$ cat src/plcc_pkg.sv
// Shared constants and types for the peer link connection control block.
`default_nettype none
package plcc_pkg;
  // ==========================================================================
  // Timing
  // ==========================================================================
  localparam int unsigned CLK_PERIOD_NS = 50;        // System clock period in ns.
  localparam int unsigned MS_NS         = 1000000;   // One millisecond in ns.
  localparam int unsigned MS_CYCLES     = MS_NS / CLK_PERIOD_NS; // Cycles per ms.
  // ==========================================================================
  // Register offsets (byte addresses)
  // ==========================================================================
  localparam logic [7:0] OFS_CMD      = 8'h00;      // Connection command word, read/write.
  localparam logic [7:0] OFS_RX_TMO   = 8'h04;      // Receive timeout in ms, read/write.
  localparam logic [7:0] OFS_RESP_MS  = 8'h08;      // Response time in ms, read only.
  localparam logic [7:0] OFS_STATE    = 8'h0c;      // Link state code, read only.
  localparam logic [7:0] OFS_VERSION  = 8'h10;      // Version signature, read only.
  localparam logic [7:0] OFS_IRQ_STAT = 8'h14;      // Sticky event bits, read only.
  localparam logic [7:0] OFS_IRQ_CLR  = 8'h18;      // Write one to clear, write only.
  localparam logic [7:0] OFS_IRQ_EN   = 8'h1c;      // Interrupt enables, read/write.
  // ==========================================================================
  // Command codes and reset values
  // ==========================================================================
  localparam logic [15:0] CMD_AUTO    = 16'h0000;   // Automatic reconnection.
  localparam logic [15:0] CMD_TOG_A   = 16'h0100;   // Toggle reconnection, phase A.
  localparam logic [15:0] CMD_TOG_B   = 16'h0101;   // Toggle reconnection, phase B.
  localparam logic [15:0] CMD_DIS     = 16'h8000;   // Link disabled.
  localparam logic [15:0] CMD_RST     = CMD_AUTO;   // Command after reset.
  localparam logic [31:0] RX_TMO_RST  = 32'h0000_0064; // Receive timeout after reset.
  localparam logic [15:0] VERSION_DEF = 16'h5a01;   // Arbitrary signature value.
  localparam int unsigned IRQ_W       = 2;          // Number of interrupt events.
  localparam int unsigned IRQ_UP      = 0;          // Bit: link established.
  localparam int unsigned IRQ_LOST    = 1;          // Bit: link lost.
  // ==========================================================================
  // Types
  // ==========================================================================
  typedef enum logic [1:0] {
    ST_CLOSED    = 2'h0,
    ST_OPENING   = 2'h1,
    ST_CONNECTED = 2'h2
  } plcc_state_t;                                   // Codes are the reported link state.
  typedef enum logic [1:0] {MODE_AUTO, MODE_TOG_A, MODE_TOG_B, MODE_DIS} plcc_mode_t;
endpackage
`default_nettype wire

$ cat src/plcc_cmd_if.sv
// Interface carrying the decoded connection command between modules.
`default_nettype none
interface plcc_cmd_if;
  plcc_pkg::plcc_mode_t mode;      // Decoded command mode in force.
  logic                 reconnect; // One-cycle pulse on a toggle phase change.
  modport dec  (output mode, output reconnect);
  modport core (input mode, input reconnect);
endinterface
`default_nettype wire

$ cat src/plcc_top.sv
// Peer link connection supervisor: command register, link state machine, status.
//
// The plain strobed port and the address map are this design's own decisions.
`default_nettype none
// Contract
// [RULE1] Report receive timeout in ms; enforce it.
// [RULE2] Report ms waited for last answer.
// [RULE3] State code: 0 closed, 1 opening, 2 connected.
// [RULE4] Connected state exchanges data, supervises timing.
// [RULE5] Command word: 0x0000 automatic, 0x8000 disabled.
// [RULE6] Codes 0x0100 and 0x0101 select toggle phases.
// [RULE7] Automatic mode retries in next program cycle.
// [RULE8] Automatic reconnection is the reset default.
// [RULE9] Phase A holds closed until phase B.
// [RULE10] Phase B holds closed until phase A.
// [RULE11] Disabled keeps link off, no attempts.
// [RULE12] Expose a 16-bit version signature word.
// [RULE13] One attempt per toggle phase change.
module plcc_top #(
  parameter int unsigned MS_CYCLES = plcc_pkg::MS_CYCLES,
  parameter logic [15:0] VERSION   = plcc_pkg::VERSION_DEF
) (
  // Clock and reset.
  input  wire logic        clk_sys_i,
  input  wire logic        rst_i,
  // Register port.
  input  wire logic [7:0]  addr_i,
  input  wire logic [31:0] wdata_i,
  input  wire logic        wr_i,
  input  wire logic        rd_i,
  output logic      [31:0] rdata_o,
  // Program cycle pacing.
  input  wire logic        cycle_tick_i,
  // Peer link events.
  input  wire logic        peer_conn_ok_i,
  input  wire logic        peer_msg_valid_i,
  input  wire logic        peer_msg_sent_i,
  input  wire logic        peer_resp_i,
  // Link control and status.
  output logic             link_open_o,
  output logic             exchange_en_o,
  output logic      [1:0]  link_state_o,
  // Interrupt.
  output logic             irq_o
);
  // ==========================================================================
  // Declarations
  // ==========================================================================
  plcc_cmd_if cmd_if ();                        // Decoded command.
  plcc_pkg::plcc_state_t state_reg;             // Link state.
  plcc_pkg::plcc_state_t state_next;            // Next link state.
  logic [15:0]           cmd_reg;               // Command word.
  logic [31:0]           rx_tmo_reg;            // Receive timeout in ms.
  logic [31:0]           rx_ms_reg;             // Ms since last valid message.
  logic [31:0]           rx_ms_next;            // Next receive silence count.
  logic [31:0]           resp_ms_reg;           // Ms waited for the last answer.
  logic [31:0]           resp_ms_next;          // Next response time.
  logic                  wait_reg;              // Waiting for an answer.
  logic                  wait_next;             // Next waiting flag.
  logic                  arm_reg;               // Toggle reconnection pending.
  logic                  arm_next;              // Next pending flag.
  logic [1:0]            irq_stat_reg;          // Sticky event bits.
  logic [1:0]            irq_stat_next;         // Next sticky bits.
  logic [1:0]            irq_en_reg;            // Interrupt enables.
  logic [31:0]           rdata_reg;             // Read data register.
  logic [31:0]           rd_mux;                // Selected read value.
  logic [1:0]            events;                // Events raised this cycle.
  logic [1:0]            irq_clr;               // Clear mask written this cycle.
  logic                  ms_tick;               // One-ms pulse.
  logic                  rx_expired;            // Receive timeout reached.
  logic                  disabled;              // Disable command in force.
  logic                  toggling;              // A toggle mode is in force.
  logic                  may_open;              // An attempt may start now.
  logic                  entering;              // State changes this cycle.
  logic                  wr_cmd;                // Write to command register.
  logic                  wr_tmo;                // Write to receive timeout.
  logic                  wr_clr;                // Write to interrupt clear.
  logic                  wr_en;                 // Write to interrupt enable.

  // ==========================================================================
  // Submodules
  // ==========================================================================
  // The prescaler turns the system clock into a millisecond tick.
  plcc_ms_timer #(
    .MS_CYCLES (MS_CYCLES)
  ) u_ms_timer (
    .clk_sys_i (clk_sys_i),
    .rst_i     (rst_i),
    .ms_tick_o (ms_tick)
  );

  // The decoder maps the command word to a mode and spots phase changes.
  plcc_cmd_decode u_cmd_decode (
    .clk_sys_i (clk_sys_i),
    .rst_i     (rst_i),
    .cmd_i     (cmd_reg),    // see [RULE5] see [RULE6]
    .cmd_if    (cmd_if)
  );

  // ==========================================================================
  // Register decode
  // ==========================================================================
  assign wr_cmd  = wr_i && (addr_i == plcc_pkg::OFS_CMD);
  assign wr_tmo  = wr_i && (addr_i == plcc_pkg::OFS_RX_TMO);
  assign wr_clr  = wr_i && (addr_i == plcc_pkg::OFS_IRQ_CLR);
  assign wr_en   = wr_i && (addr_i == plcc_pkg::OFS_IRQ_EN);
  assign irq_clr = wr_clr ? wdata_i[1:0] : 2'h0;

  // Unmapped and write-only offsets read as zero.
  assign rd_mux =
    (addr_i == plcc_pkg::OFS_CMD)      ? {16'h0000, cmd_reg}       :
    (addr_i == plcc_pkg::OFS_RX_TMO)   ? rx_tmo_reg                : // see [RULE1]
    (addr_i == plcc_pkg::OFS_RESP_MS)  ? resp_ms_reg               : // see [RULE2]
    (addr_i == plcc_pkg::OFS_STATE)    ? {30'h0, state_reg}        : // see [RULE3]
    (addr_i == plcc_pkg::OFS_VERSION)  ? {16'h0000, VERSION}       : // see [RULE12]
    (addr_i == plcc_pkg::OFS_IRQ_STAT) ? {30'h0, irq_stat_reg}     :
    (addr_i == plcc_pkg::OFS_IRQ_EN)   ? {30'h0, irq_en_reg}       : 32'h0000_0000;

  // Software registers; the command resets to automatic reconnection.
  always_ff @(posedge clk_sys_i) begin
    if (rst_i) begin
      cmd_reg    <= plcc_pkg::CMD_RST;                // see [RULE8]
      rx_tmo_reg <= plcc_pkg::RX_TMO_RST;
      irq_en_reg <= 2'h0;
      rdata_reg  <= 32'h0000_0000;
    end else begin
      if (wr_cmd) begin
        cmd_reg <= wdata_i[15:0];                     // see [RULE5]
      end
      if (wr_tmo) begin
        rx_tmo_reg <= wdata_i;
      end
      if (wr_en) begin
        irq_en_reg <= wdata_i[1:0];
      end
      // Read data stands only in the cycle after the strobe.
      rdata_reg <= rd_i ? rd_mux : 32'h0000_0000;
    end
  end

  assign rdata_o = rdata_reg;

  // ==========================================================================
  // Link state machine
  // ==========================================================================
  assign disabled   = (cmd_if.mode == plcc_pkg::MODE_DIS);
  assign toggling   = (cmd_if.mode == plcc_pkg::MODE_TOG_A) ||
                      (cmd_if.mode == plcc_pkg::MODE_TOG_B);
  assign rx_expired = (rx_ms_reg >= rx_tmo_reg);      // see [RULE1]
  // Attempts are paced by the program cycle tick, never by the raw clock.
  assign may_open   = cycle_tick_i &&
                      ((cmd_if.mode == plcc_pkg::MODE_AUTO) || (toggling && arm_reg));

  // Next state: the disable command overrides everything else.
  always_comb begin
    state_next = state_reg;
    unique case (state_reg)
      plcc_pkg::ST_CLOSED: begin
        if (may_open) begin
          state_next = plcc_pkg::ST_OPENING;          // see [RULE7] see [RULE9] see [RULE10]
        end
      end
      plcc_pkg::ST_OPENING: begin
        if (disabled || rx_expired) begin
          state_next = plcc_pkg::ST_CLOSED;           // see [RULE11]
        end else if (peer_conn_ok_i) begin
          state_next = plcc_pkg::ST_CONNECTED;
        end
      end
      plcc_pkg::ST_CONNECTED: begin
        if (disabled || rx_expired) begin
          state_next = plcc_pkg::ST_CLOSED;           // see [RULE1] see [RULE11]
        end
      end
      default: begin
        state_next = plcc_pkg::ST_CLOSED;
      end
    endcase
  end

  assign entering = (state_next != state_reg);

  // A phase change arms one attempt; the attempt consumes it.
  assign arm_next = !toggling ? 1'b0 :
                    cmd_if.reconnect ? 1'b1 :         // see [RULE13]
                    (state_reg == plcc_pkg::ST_CLOSED && may_open) ? 1'b0 : arm_reg;

  // The state register holds the reported code directly.
  always_ff @(posedge clk_sys_i) begin
    if (rst_i) begin
      state_reg <= plcc_pkg::ST_CLOSED;
      arm_reg   <= 1'b0;
    end else begin
      state_reg <= state_next;
      arm_reg   <= arm_next;
    end
  end

  assign link_state_o  = state_reg;                              // see [RULE3]
  assign link_open_o   = (state_reg == plcc_pkg::ST_OPENING);
  assign exchange_en_o = (state_reg == plcc_pkg::ST_CONNECTED);  // see [RULE4]

  // ==========================================================================
  // Time supervision
  // ==========================================================================
  // Silence restarts at every state change and every valid message.
  // The counts saturate so a stuck link cannot wrap back under the timeout.
  assign rx_ms_next =
    (entering || peer_msg_valid_i || state_reg == plcc_pkg::ST_CLOSED) ? 32'h0 :
    (ms_tick && rx_ms_reg != 32'hffff_ffff) ? rx_ms_reg + 32'h1 : rx_ms_reg;
  assign wait_next =
    (state_reg != plcc_pkg::ST_CONNECTED) ? 1'b0 :
    peer_msg_sent_i ? 1'b1 : peer_resp_i ? 1'b0 : wait_reg;
  assign resp_ms_next =
    (peer_msg_sent_i && state_reg == plcc_pkg::ST_CONNECTED) ? 32'h0 :
    (wait_reg && ms_tick && resp_ms_reg != 32'hffff_ffff) ? resp_ms_reg + 32'h1 :
    resp_ms_reg;

  // Response time keeps its last value once the answer has come.
  always_ff @(posedge clk_sys_i) begin
    if (rst_i) begin
      rx_ms_reg   <= 32'h0000_0000;
      resp_ms_reg <= 32'h0000_0000;
      wait_reg    <= 1'b0;
    end else begin
      rx_ms_reg   <= rx_ms_next;                      // see [RULE4]
      resp_ms_reg <= resp_ms_next;                    // see [RULE2]
      wait_reg    <= wait_next;
    end
  end

  // ==========================================================================
  // Interrupts
  // ==========================================================================
  assign events[plcc_pkg::IRQ_UP]   = entering && (state_next == plcc_pkg::ST_CONNECTED);
  assign events[plcc_pkg::IRQ_LOST] = (state_reg == plcc_pkg::ST_CONNECTED) &&
                                      (state_next == plcc_pkg::ST_CLOSED);
  // A new event in the clearing cycle wins over the clear.
  assign irq_stat_next = (irq_stat_reg & ~irq_clr) | events;

  // Sticky status bits.
  always_ff @(posedge clk_sys_i) begin
    if (rst_i) begin
      irq_stat_reg <= 2'h0;
    end else begin
      irq_stat_reg <= irq_stat_next;
    end
  end

  assign irq_o = |(irq_stat_reg & irq_en_reg);
endmodule
`default_nettype wire

$ cat src/plcc_ms_timer.sv
// Millisecond tick generator for the peer link connection control block.
`default_nettype none
module plcc_ms_timer #(
  parameter int unsigned MS_CYCLES = plcc_pkg::MS_CYCLES
) (
  // Clock and reset.
  input  wire logic clk_sys_i,
  input  wire logic rst_i,
  // Tick output.
  output logic      ms_tick_o
);
  // ==========================================================================
  // Prescaler
  // ==========================================================================
  logic [15:0] cnt_reg;  // Cycles counted within the current millisecond.
  logic [15:0] cnt_next; // Next prescaler count.
  logic        wrap;     // Last cycle of the millisecond.

  assign wrap      = (cnt_reg == 16'(MS_CYCLES - 1));
  assign cnt_next  = wrap ? 16'h0000 : cnt_reg + 16'h0001;
  assign ms_tick_o = wrap;

  // The count restarts on reset so the first tick comes one full ms later.
  always_ff @(posedge clk_sys_i) begin
    if (rst_i) begin
      cnt_reg <= 16'h0000;
    end else begin
      cnt_reg <= cnt_next;
    end
  end
endmodule
`default_nettype wire

$ cat src/plcc_cmd_decode.sv
// Connection command decoder with toggle phase change detection.
`default_nettype none
module plcc_cmd_decode (
  // Clock and reset.
  input  wire logic  clk_sys_i,
  input  wire logic  rst_i,
  // Command word from the register file.
  input  wire logic [15:0] cmd_i,
  // Decoded command.
  plcc_cmd_if.dec    cmd_if
);
  // ==========================================================================
  // Decode
  // ==========================================================================
  plcc_pkg::plcc_mode_t mode_reg;       // Mode in force.
  plcc_pkg::plcc_mode_t mode_next;      // Mode after this cycle.
  logic                 reconnect_reg;  // Phase change pulse.
  logic                 reconnect_next; // Next phase change pulse.

  // An unknown code leaves the previous mode in force rather than guessing.
  assign mode_next = (cmd_i == plcc_pkg::CMD_AUTO)  ? plcc_pkg::MODE_AUTO  :
                     (cmd_i == plcc_pkg::CMD_TOG_A) ? plcc_pkg::MODE_TOG_A :
                     (cmd_i == plcc_pkg::CMD_TOG_B) ? plcc_pkg::MODE_TOG_B :
                     (cmd_i == plcc_pkg::CMD_DIS)   ? plcc_pkg::MODE_DIS   : mode_reg;
  // Only a change between the two phases counts; holding one phase does not.
  assign reconnect_next =
    ((mode_reg == plcc_pkg::MODE_TOG_A) && (mode_next == plcc_pkg::MODE_TOG_B)) ||
    ((mode_reg == plcc_pkg::MODE_TOG_B) && (mode_next == plcc_pkg::MODE_TOG_A));

  assign cmd_if.mode      = mode_reg;
  assign cmd_if.reconnect = reconnect_reg;

  // Automatic reconnection is the mode after reset.
  always_ff @(posedge clk_sys_i) begin
    if (rst_i) begin
      mode_reg      <= plcc_pkg::MODE_AUTO;
      reconnect_reg <= 1'b0;
    end else begin
      mode_reg      <= mode_next;
      reconnect_reg <= reconnect_next;
    end
  end
endmodule
`default_nettype wire

$ cat config.mk
export PLATFORM = sky130hd
export DESIGN_NAME = plcc_top
export DESIGN_NICKNAME = d
export VERILOG_FILES = /design/src/plcc_pkg.sv /design/src/plcc_cmd_if.sv /design/src/plcc_top.sv /design/src/plcc_ms_timer.sv /design/src/plcc_cmd_decode.sv
export SDC_FILE = /design/constraint.sdc
export NUM_CORES = 1
export LEC_CHECK = 0
export ABC_AREA = 1
export BUFFER_PORTS_ARGS = -buffer_cell sky130_fd_sc_hd__buf_2
export CAP_MARGIN = 20
export CORE_UTILIZATION = 60
export DETAILED_ROUTE_END_ITERATION = 8
export PLACE_DENSITY = 0.81
export SLEW_MARGIN = 0
export SYNTH_ARGS = -nofsm -noshare
export SYNTH_HDL_FRONTEND = slang
export SYNTH_SLANG_ARGS = --single-unit
$ cat constraint.sdc
create_clock -name clk_sys_i -period 5.33 [get_ports clk_sys_i]
set_input_delay 0.7995 -clock clk_sys_i [delete_from_list [all_inputs] [get_ports clk_sys_i]]
set_output_delay 0.7995 -clock clk_sys_i [all_outputs]
set_load 0.005 [all_outputs]
==> impl_results.md <==
- Status: complete, no violations
- Pin count of the biggest net entering global routing: 57
- Cell repeated most along the worst path: inv_2
- CP Buf/Inv Count: 3
- Post-CTS setup buffers: 0
- Sequential share of power: 0.465
- Hold Buf Count CTS: 0
- Vias in the first global route: 7,677
- Routed Wire Length: 23,400 microns
- First-pass DRT Iterations: 6
- Initial Utilization: 0.615
- Final cycle utilization of the critical path: 0.533
- CTS tree: built
- Clk buf depth: 2
- Yosys warns: 0
- # DRC: 0
- Top delay family on crit path: simple AND/OR/NAND/NOR gates
- Initial antenna violation count: 1
- Mean post-synth cell area: 7.14 sq um
- RePlAce Congestion: 0.921
- WL per Instance: 15.4 microns
- Final setup fails: 0
- Clock Skews: 0.00744 ns
- Req. time, crit path: 5.62 ns
- Die area: 0.0153 sq mm
- Vias: 8,430
- Final net count: 1,409
- Crit end category: flop
- Synthesized area: 0.00890 sq mm
- I/O pin count: 86
- Crit path time final: 2.84 ns
- Clock Power Share: 0.505
- Unique masters post-synth: 47
- EDFF count, synth: 0
- Clock Tree Root: clkbuf_16
- Final hold violation count: 0
- Die X: 124 microns
- Internal: 0.00215 W
- Crit-path cells: buf_2 > nor3_2 > nand2_1 > nor2_4 > inv_2 > nor2_2 > inv_2 > o21ai_0 > a21oi_1
- Share of cells above drive strength 1: 0.130
- Max-cap violations: 0
- Synth Net Count: 1,335
- Synth Instances: 1,247
- GR Overflow Total: 0
- GRT Util Overall: 0.318
- RSZ-0062 raised after global routing: false
- First-pass GRT wire length: 37,400 microns
- CP Launch Type: primary input
- Clk_lat worst skew: 0.43 ns
- Max Fclk: 0.352 GHz
- Asr flop ratio synth: 0
- TritonCTS Sinks: 171
- Total power: 0.00277 W
- Post-CTS resize count: 0
- Data arrival, critical path: 3.13 ns
- IO Port Bufs: 85
- Largest stage delay on the critical path: 0.51 ns
- Row cnt: 44
- Worst slew pin tran: 0.866 ns
- 1st-iter DRT viols: 751
- Die Y: 124 microns
- Gate power share: 0.031
- Total leakage power: 3.91 nW
- Crit-path slowest cell: nor2_4
- Synthesized flop and latch total: 171
- CORE AREA: 0.0145 sq mm
- Most used DFF post-synth: dfxtp_1
- Power Density: 274 mW/mm^2
- CP max FO: 54
- Setup TNS: 0 ns
- Net Sw Power: 0.000611 W
- Num CTS Buffers: 17
- Routed vias/inst: 5.54
- Sw frac: 0.221
- HP Class: flop to flop
- CTS HTree Levels: 4
- Final-report max-slew violation count: 0
- Antenna viol nets, final: 0
- Seq/Total Area, Yosys: 0.384
- Kind of critical path: primary input to flop
- Slew HR: 0.422
- Synthesis-to-layout area growth: 13.4%
- Peak supply drop: 0.300 mV
- Dpl hpwl: 17,400 microns
- Clock-pin slew on the worst setup and hold paths: 0.07 ns
## logic make-up after synthesis
kind of cell	synth area share
AO/OA/AOI/OAI	0.143
XOR/XNOR	0.0462
adder cells (fa/ha/maj)	0.0548
buffers and inverters	0.0864
flip-flops	0.384
AND/OR/NAND/NOR	0.285
## routing by layer
layer	vias to the layer above	GRT usage	routed length, microns
li1	4243	-	-
met1	3852	0.401	10100
met2	261	0.526	11200
met3	74	0.0618	1310
met4	0	0.142	758
met5	-	0	0
## cell usage after synthesis (2+ instances only)
| cell type | instances | area [sq um] |
|---|---|---|
| nand2_1 | 274 | 1030 |
| dfxtp_1 | 171 | 3420 |
| inv_1 | 150 | 563 |
| a21oi_1 | 134 | 671 |
| nor2_1 | 127 | 477 |
| o21ai_0 | 62 | 310 |
| ha_1 | 39 | 488 |
| xor2_1 | 37 | 324 |
| nand4_1 | 33 | 206 |
| nand3_1 | 30 | 150 |
| nor3_1 | 25 | 125 |
| clkbuf_1 | 20 | 75.1 |
| nor4_1 | 15 | 93.8 |
| inv_2 | 12 | 45.0 |
| nor2_2 | 10 | 62.6 |
| nor3_2 | 10 | 100 |
| o22ai_1 | 10 | 62.6 |
| xnor2_1 | 10 | 87.6 |
| buf_2 | 9 | 45.0 |
| nand2_2 | 8 | 50.1 |
| o21ai_1 | 7 | 35.0 |
| a31oi_1 | 6 | 37.5 |
| nand3b_1 | 5 | 37.5 |
| nor2_4 | 5 | 56.3 |
| o21a_1 | 5 | 37.5 |
| a221oi_1 | 4 | 35.0 |
| o211ai_1 | 3 | 22.5 |
| and2_1 | 2 | 12.5 |
| buf_4 | 2 | 15.0 |
| buf_6 | 2 | 22.5 |
| nand3_2 | 2 | 20.0 |
| nor3b_1 | 2 | 15.0 |
| o21bai_1 | 2 | 15.0 |
## power by group through the flow
stage	sequential (W)	combinational, W	clock (W)
after floorplan	0.00131	0.0000452	0
after global placement	0.00131	0.0000828	0
after detailed placement	0.00131	0.0000833	0
after CTS	0.00129	0.0000838	0.00141
after global routing	0.00129	0.0000936	0.00147
final	0.00129	0.0000845	0.00140
## layout by cell type, fill, tap and decap left out, types with 3 or more instances in the layout
cell	n
o21ai_1	6
nand2_1	274
nor2_4	5
nand3b_1	5
inv_2	12
a31oi_1	6
o21ai_0	62
nor3_2	10
diode_2	3
a221oi_1	4
nor2_1	127
buf_2	85
nor2_2	10
dfxtp_1	171
bufinv_16	5
nor4_1	15
buf_4	3
nor3_1	25
xor2_1	37
o22ai_1	10
nand2_2	8
nand3_1	30
nand4_1	33
o211ai_1	3
inv_6	4
a21oi_1	134
ha_1	39
clkbuf_16	17
inv_1	150
o21a_1	5
xnor2_1	10
## final timing paths
check | cells after the start | slack, ns | from | to
setup / recovery | 9 | 2.49 | addr_i[1] | rx_tmo_reg[30]$_SDFFE_PP0P_
setup reg to reg | 10 | 2.51 | u_ms_timer.cnt_reg[0]$_SDFF_PP0_ | resp_ms_reg[15]$_SDFFE_PP0P_
hold / removal | 2 | 0.46 | u_cmd_decode.cmd_if.reconnect$_SDFF_PP0_ | arm_reg$_SDFFE_PP0P_
hold reg to reg | 2 | 0.46 | u_cmd_decode.cmd_if.reconnect$_SDFF_PP0_ | arm_reg$_SDFFE_PP0P_
## worst min-delay path, cell delays in order, from the launching register on
cell and delay, ns:
dfxtp_1 0.32, a21oi_1 0.04, nor2_1 0.07
## per-stage QoR
stage                     cell area, sq um   util  cells  hold WS (ns)  setup WS, ns
after floorplan                       8900      -   1247         0.413          3.23
after global placement                9430  0.651   1486         0.419          2.19
after detailed placement              9430  0.651   1486         0.437          2.11
after CTS                            10100  0.697   1518         0.458          2.52
after global routing                 10100  0.697   1518         0.492          2.20
final                                10100  0.697   1521         0.456          2.49
## area by class of cell
type | instances | area, sq um
Antenna cell | 3 | 7.51
Clock buffer | 17 | 425
Clock inverter | 15 | 236
Fill cell | 1212 | 4380
Inverter | 163 | 612
Multi-Input combinational cell | 880 | 4710
Sequential cell | 171 | 3420
Tap cell | 184 | 230
Timing Repair Buffer | 88 | 448
No activity file was read; power rests on OpenSTA's default activity.
